### config.mk
export PLATFORM = sky130hd
export DESIGN_NAME = mps_sequencer
export DESIGN_NICKNAME = d
export VERILOG_FILES = /design/src/design/mps_pkg.sv /design/src/design/mps_tick_if.sv /design/src/design/mps_tick_div.sv /design/src/design/mps_sequencer.sv
export VERILOG_INCLUDE_DIRS = /design/src /design/src/design
export SDC_FILE = /design/constraint.sdc
export NUM_CORES = 1
export LEC_CHECK = 0
export ABC_AREA = 1
export BUFFER_PORTS_ARGS = -buffer_cell sky130_fd_sc_hd__buf_2
export CORE_MARGIN = 4
export CORE_UTILIZATION = 33
export DETAILED_ROUTE_END_ITERATION = 16
export MAX_ROUTING_LAYER = met4
export PLACE_DENSITY_LB_ADDON = 0.25
export SLEW_MARGIN = 10
export SYNTH_ARGS = -nofsm -noshare
export SYNTH_HDL_FRONTEND = slang
export SYNTH_HIERARCHICAL = 1
export SYNTH_SLANG_ARGS = --single-unit
### constraint.sdc
create_clock -name mclk_in -period 1.7 [get_ports mclk_in]
set_input_delay 0.255 -clock mclk_in [delete_from_list [all_inputs] [get_ports mclk_in]]
set_output_delay 0.255 -clock mclk_in [all_outputs]
set_load 0.005 [all_outputs]
### src/design/mps_cfg.svh
// timing constants and defaults for the module power sequencer
`ifndef MPS_CFG_SVH
`define MPS_CFG_SVH
`define MPS_CLK_HZ 20000000
`define MPS_TICK_US 1000
`define MPS_RESET_HOLD_MS 1000
`define MPS_BOOT_MS 50000
`define MPS_FINAL_MS 2000
`define MPS_OFF_REBOOT_MS 1000
`endif

### src/design/mps_pkg.sv
// types shared by the module power sequencer
`default_nettype none
package mps_pkg;
    typedef enum logic [2:0] {
        MPS_OFF,
        MPS_BOOT,
        MPS_ACTIVE,
        MPS_FINAL,
        MPS_DOWN,
        MPS_RESET
    } mps_state_t;
endpackage
`default_nettype wire

### src/design/mps_tick_if.sv
// tick carrier between the divider and the sequencer
`default_nettype none
interface mps_tick_if;
    logic tick;
    modport src (output tick);
    modport dst (input tick);
endinterface
`default_nettype wire

### src/design/mps_tick_div.sv
// divider making a one-cycle millisecond enable pulse
`include "mps_cfg.svh"
`default_nettype none
module mps_tick_div #(
    parameter int unsigned DIV = (`MPS_CLK_HZ / 1000000) * `MPS_TICK_US
) (
    input wire logic mclk_in,
    input wire logic srst_in,
    mps_tick_if.src tick_if
);
    typedef struct packed {
        logic [31:0] cnt;
        logic tick;
    } mps_div_t;
    mps_div_t s_reg;
    mps_div_t s_next;
    always_comb begin
        s_next = s_reg;
        s_next.tick = 1'b0;
        if (s_reg.cnt >= DIV - 1) begin
            s_next.cnt = 32'h0;
            s_next.tick = 1'b1;
        end else begin
            s_next.cnt = s_reg.cnt + 32'h1;
        end
    end
    always_ff @(posedge mclk_in) begin
        if (srst_in) begin
            s_reg <= '0;
        end else begin
            s_reg <= s_next;
        end
    end
    assign tick_if.tick = s_reg.tick;
endmodule
`default_nettype wire

### src/design/mps_sequencer.sv
// module power sequencer: power on, graceful and fast shutdown, hardware reset
`include "mps_cfg.svh"
`default_nettype none
module mps_sequencer
    import mps_pkg::*;
#(
    parameter int unsigned RESET_HOLD_MS = `MPS_RESET_HOLD_MS,
    parameter int unsigned BOOT_MS = `MPS_BOOT_MS,
    parameter int unsigned FINAL_MS = `MPS_FINAL_MS,
    parameter int unsigned OFF_REBOOT_MS = `MPS_OFF_REBOOT_MS,
    parameter int unsigned TICK_DIV = (`MPS_CLK_HZ / 1000000) * `MPS_TICK_US
) (
    input wire logic mclk_in,
    input wire logic srst_in,
    input wire logic main_supply_in,
    input wire logic card_power_request_in,
    input wire logic restart_request_low_in,
    input wire logic fast_shutdown_trigger_in,
    input wire logic fast_shutdown_enable_in,
    input wire logic shutdown_indicator_enable_in,
    output logic ref_rail_1v8_out,
    output logic boot_done_out,
    output logic active_out
);
    typedef struct packed {
        mps_state_t st;
        logic [1:0] pwr_sync;
        logic [2:0] rst_sync;
        logic [2:0] fst_sync;
        logic [1:0] sup_sync;
        logic [1:0] fen_sync;
        logic [1:0] ind_sync;
        logic [31:0] tmr;
        logic [31:0] rst_tmr;
        logic rst_armed;
        logic fast_latch;
        logic ref_rail;
        logic boot_done;
        logic active;
    } mps_seq_t;
    mps_seq_t s_reg;
    mps_seq_t s_next;
    mps_tick_if tick_bus ();
    mps_tick_div #(.DIV(TICK_DIV)) u_div (
        .mclk_in(mclk_in),
        .srst_in(srst_in),
        .tick_if(tick_bus)
    );
    logic pwr;
    logic rst_low;
    logic fst_fall;
    logic sup;
    logic fen;
    logic ind;
    logic tick;
    always_comb begin
        pwr = s_reg.pwr_sync[1];
        rst_low = ~s_reg.rst_sync[1];
        fst_fall = s_reg.fst_sync[2] & ~s_reg.fst_sync[1];
        sup = s_reg.sup_sync[1];
        fen = s_reg.fen_sync[1];
        ind = s_reg.ind_sync[1];
        tick = tick_bus.tick;
        s_next = s_reg;
        s_next.pwr_sync = {s_reg.pwr_sync[0], card_power_request_in};
        s_next.rst_sync = {s_reg.rst_sync[1:0], restart_request_low_in};
        s_next.fst_sync = {s_reg.fst_sync[1:0], fast_shutdown_trigger_in};
        s_next.sup_sync = {s_reg.sup_sync[0], main_supply_in};
        s_next.fen_sync = {s_reg.fen_sync[0], fast_shutdown_enable_in};
        s_next.ind_sync = {s_reg.ind_sync[0], shutdown_indicator_enable_in};
        if (tick) begin
            s_next.tmr = s_reg.tmr + 32'h1;
        end
        // restart hold timer runs in every state; reset fires on release
        if (rst_low) begin
            // one tick past the limit: the tick phase is free, so the hold is surely long enough
            if (tick && s_reg.rst_tmr <= RESET_HOLD_MS) begin
                s_next.rst_tmr = s_reg.rst_tmr + 32'h1;
            end
            if (s_reg.rst_tmr > RESET_HOLD_MS) begin
                s_next.rst_armed = 1'b1;
            end
        end else begin
            s_next.rst_tmr = 32'h0;
            s_next.rst_armed = 1'b0;
        end
        case (s_reg.st)
            MPS_OFF: begin
                s_next.ref_rail = 1'b0;
                s_next.boot_done = 1'b0;
                s_next.active = 1'b0;
                // a latched fast shutdown with indicator holds off until supply drops or a hardware reset clears the latch
                if (!sup) begin
                    s_next.fast_latch = 1'b0;
                end
                if (sup && !s_reg.fast_latch && (pwr || rst_low)) begin
                    s_next.st = MPS_BOOT;
                    s_next.tmr = 32'h0;
                end
            end
            MPS_BOOT: begin
                s_next.ref_rail = 1'b1;
                // one extra tick so a late tick phase never shortens the boot
                if (s_reg.tmr > BOOT_MS) begin
                    s_next.st = MPS_ACTIVE;
                    s_next.active = 1'b1;
                    s_next.boot_done = ind;
                end
                // power request dropped mid-boot is ignored until boot ends
            end
            MPS_ACTIVE: begin
                s_next.boot_done = ind;
                if (!pwr) begin
                    s_next.st = MPS_FINAL;
                    s_next.tmr = 32'h0;
                    s_next.active = 1'b0;
                end else if (fen && fst_fall) begin
                    s_next.st = MPS_FINAL;
                    s_next.tmr = 32'h0;
                    s_next.active = 1'b0;
                    s_next.fast_latch = ind;
                end
            end
            MPS_FINAL: begin
                if (s_reg.tmr >= FINAL_MS) begin
                    s_next.st = MPS_DOWN;
                    s_next.tmr = 32'h0;
                    s_next.ref_rail = 1'b0;
                    s_next.boot_done = 1'b0;
                end
            end
            MPS_DOWN: begin
                // supply left on with power request high reboots after OFF_REBOOT_MS unless a fast shutdown latched the indicator
                if (!sup || s_reg.fast_latch) begin
                    s_next.st = MPS_OFF;
                end else if (s_reg.tmr >= OFF_REBOOT_MS && pwr) begin
                    s_next.st = MPS_BOOT;
                    s_next.tmr = 32'h0;
                end else if (!pwr && !rst_low) begin
                    s_next.st = MPS_OFF;
                end
            end
            MPS_RESET: begin
                s_next.ref_rail = 1'b0;
                s_next.boot_done = 1'b0;
                s_next.active = 1'b0;
                s_next.fast_latch = 1'b0;
                s_next.st = MPS_OFF;
                if (sup) begin
                    s_next.st = MPS_BOOT;
                    s_next.tmr = 32'h0;
                end
            end
            default: begin
                s_next.st = MPS_OFF;
            end
        endcase
        // reset wins over every state once the long low is released, and loses only to a supply drop
        if (s_reg.rst_armed && !rst_low) begin
            s_next.st = MPS_RESET;
            s_next.ref_rail = 1'b0;
            s_next.boot_done = 1'b0;
            s_next.active = 1'b0;
        end
        if (!sup) begin
            s_next.st = MPS_OFF;
            s_next.ref_rail = 1'b0;
            s_next.boot_done = 1'b0;
            s_next.active = 1'b0;
        end
    end
    always_ff @(posedge mclk_in) begin
        if (srst_in) begin
            s_reg <= '0;
            s_reg.st <= MPS_OFF;
            s_reg.rst_sync <= 3'h7;
            s_reg.fst_sync <= 3'h7;
        end else begin
            s_reg <= s_next;
        end
    end
    assign ref_rail_1v8_out = s_reg.ref_rail;
    assign boot_done_out = s_reg.boot_done;
    assign active_out = s_reg.active;
endmodule
`default_nettype wire

==> metrics.txt <==
status=completed; synth top area cells=dfxtp_1 45%, nor2_1 12%, nand2_1 8.0%; main combinational cell family by area after synthesis=simple AND/OR/NAND/NOR gates; Leak=2.661 nW; DRT Pass-1 Iters=5; Worst path slowest cell=dfxtp_2; CTS Buf Count=17; share of layout cells above drive strength 1=0.2036; diodes inserted=0; vias in the first global route=4031; YS warnings=6; Cell Rows=45; register area share after synthesis=0.4520; mux cell area share after synthesis=0; crit end category=flop; DIE AREA=17910 um2; cell count after placement=962; grt ovf=0; count leader, synth=nor2_1; initial antenna violation count=0; largest net degree at the start of global routing=30; wire length per cell=10.66 um; finished layout cell area=6593 um2; Cell variety after synth=36; Initial Utilization=0.3400; end point of the critical path=s_reg[61]$_SDFF_PP0_; max reg flops=71; async set-reset flop share out of synthesis=0; Root Buffer=clkbuf_16; Total Routing Usage GR=0.1276; final period utilization=0.9474; fin cells=997; CP arrival=1.90 ns; Max Clock Freq=620.9 MHz; final count of negative-setup-slack endpoints=0; flop-to-flop setup slack=0.09 ns; DP Wirelength=7603 um; PortBufs=10; Post-Syn Area per Cell=7.445 um2; hold buffers post-CTS=0; max-cap violations=0; worst ir drop on vdd=876.6 uV; placed cell areas=5796 um2; post-synth top area cell=dfxtp_1; crit path cell chain=nand2_1 -> nor2_2 -> nand2_2 -> nor4_4 -> nand2_2 -> nor3b_4 -> nor3_4; DR iter-0 viols=243; R2R cell count=7; Cell Area, Synth=5226 um2; R2R Path Start=s_reg[48]$_SDFF_PP0_; Main synth FF type=dfxtp_1; Final GP Congestion=0.8834; most frequent cells after synthesis=162 x nor2_1, 118 x dfxtp_1, 112 x nand2_1; Crit. Startpoint=s_reg[48]$_SDFF_PP0_; Critical Path Start Type=flop; Die Width=133.8 um; P per Cell Area=975.6 nW/um2; Synth Area in Adders=0.01436; # nets final=789; TritonCTS clock tree=done; Clock Path Buffers=2; area fraction in compound gates after synthesis=0.03687; Post-synth EDFFs=0; CP max stage delay=0.40 ns; Post-Synth Simple-Gate Area=0.3431; first-pass GRT wire length=18190 um; Total Wirelength=10630 um; count of final max-slew check failures=0; most frequent CP cell=nand2_2; Setup CP Type=reg -> reg; Yosys top cell area share=0.4520; RSZ-0062 raised after global routing=yes; Vias=4274; CTS sink cnt=118; minimum clock period=1.611 ns; Post-DRT Antenna Nets=0; Setup Skew=0.006075 ns; Final Hold Vio Count=0; die height=133.8 um; CTS clk-pin slew, worst paths=0.05 ns; DRC=0; Worst EP required=1.99 ns; Area growth syn-to-layout=26.14%; Worst Hold Class=in -> reg; critical path fanouts, max=7; gate count of the mapped netlist=702; I/O pin count=11; H-tree levels=4; Seq cells post-synth=118; worst r2r dst=s_reg[61]$_SDFF_PP0_; Final TNS setup=0 ns; total core area=15370 um2; Synth Area in XOR/XNOR=0.06703; worst skew pair latency=0.41 ns; DR vias/cell=4.287
cells in the final DEF, fill, tap and decap left out, drive strengths merged:
| cell | netlist | routed |
|---|---|---|
| dfxtp | 118 | 118 |
| nor3 | 16 | 16 |
| nand4 | 22 | 22 |
| and2 | 1 | 1 |
| clkbuf | 4 | 23 |
| buf | 7 | 48 |
| a21oi | 23 | 23 |
| nor2 | 171 | 171 |
| clkinvlp | 0 | 2 |
| xnor2 | 14 | 14 |
| bufinv | 0 | 2 |
| nand2 | 118 | 118 |
| a31oi | 2 | 2 |
| o21ai | 11 | 11 |
| nor3b | 8 | 8 |
| conb | 1 | 17 |
| nor4 | 3 | 3 |
| inv | 97 | 98 |
| o22ai | 1 | 1 |
| nand3b | 1 | 1 |
| xor2 | 26 | 26 |
| clkinv | 0 | 3 |
| or2 | 6 | 6 |
| nand3 | 46 | 46 |
| ha | 6 | 6 |
what timing repair did:
| item | 4_1_cts | 5_1_grt |
|---|---|---|
| setup endpoints to repair | 0 | 49 |
| buffers inserted | 0 | 4 |
| resized for setup | 0 | 61 |
| endpoints found under the hold margin | 0 | 0 |
area by class of cell:
type / count / area [um2]
Fill cell: 1570 / 8778
Multi-Input combinational cell: 492 / 2601
Sequential cell: 118 / 2397
Clock buffer: 22 / 474.2
Timing Repair Buffer: 49 / 392.9
Inverter: 97 / 364.1
Tap cell: 211 / 264.0
Clock inverter: 8 / 98.84
per-stage QoR:
step / hold slack, ns / setup slack (ns) / power, W / util
finish: 0.02884 / 0.08942 / 0.006432 / 0.4289
floorplan: 0.3241 / 0.2037 / 0.002982 / -
CTS: 0.006418 / 0.01610 / 0.006519 / 0.4143
global placement: 0.3918 / 0.04460 / 0.003038 / 0.3770
global route: 0.01965 / -0.08487 / 0.006680 / 0.4289
detailed placement: 0.3971 / 0.02727 / 0.003037 / 0.3770
kinds of logic (layout without fill, tap and decap cells):
| family | Yosys count | count (layout) |
|---|---|---|
| simple gates | 392 | 392 |
| flops | 118 | 118 |
| buf+inv | 108 | 176 |
| xor+xnor | 40 | 40 |
| compound gates | 37 | 37 |
| fa+ha+maj | 6 | 6 |
| other cells | 1 | 17 |
critical path, delay by kind of cell (launching register included):
kind | cells | cell delay (ns)
flops | 1 | 0.40
simple gates | 7 | 1.09
how the worst min path moves through the flow:
stage                                                to  cells after the start                   start
after floorplan           u_div/tick_if.tick$_SDFF_PP0_                      1                 srst_in
after global placement                   ind$_SDFF_PP0_                      2   s_next[70]$_SDFF_PP0_
after detailed placement                 ind$_SDFF_PP0_                      2   s_next[70]$_SDFF_PP0_
after CTS                         s_next[79]$_SDFF_PP1_                      2  restart_request_low_in
after global routing              s_next[79]$_SDFF_PP1_                      2  restart_request_low_in
final                             s_next[79]$_SDFF_PP1_                      2  restart_request_low_in
where the power goes:
part	switching [W]	internal, W
Combinational	0.0000919	0.0000687
Sequential	0.0000164	0.00281
Clock	0.00120	0.00225
Total	0.00131	0.00513
metal layers:
layer / vias up / part of all wire / global-route usage
li1: 2324 / - / -
met1: 1893 / 0.51 / 0.1648
met5: - / 0 / -
met2: 50 / 0.45 / 0.1920
met4: 0 / 0.0076 / 0.03943
met3: 7 / 0.032 / 0.03938
(Power assumes the default switching activity.)
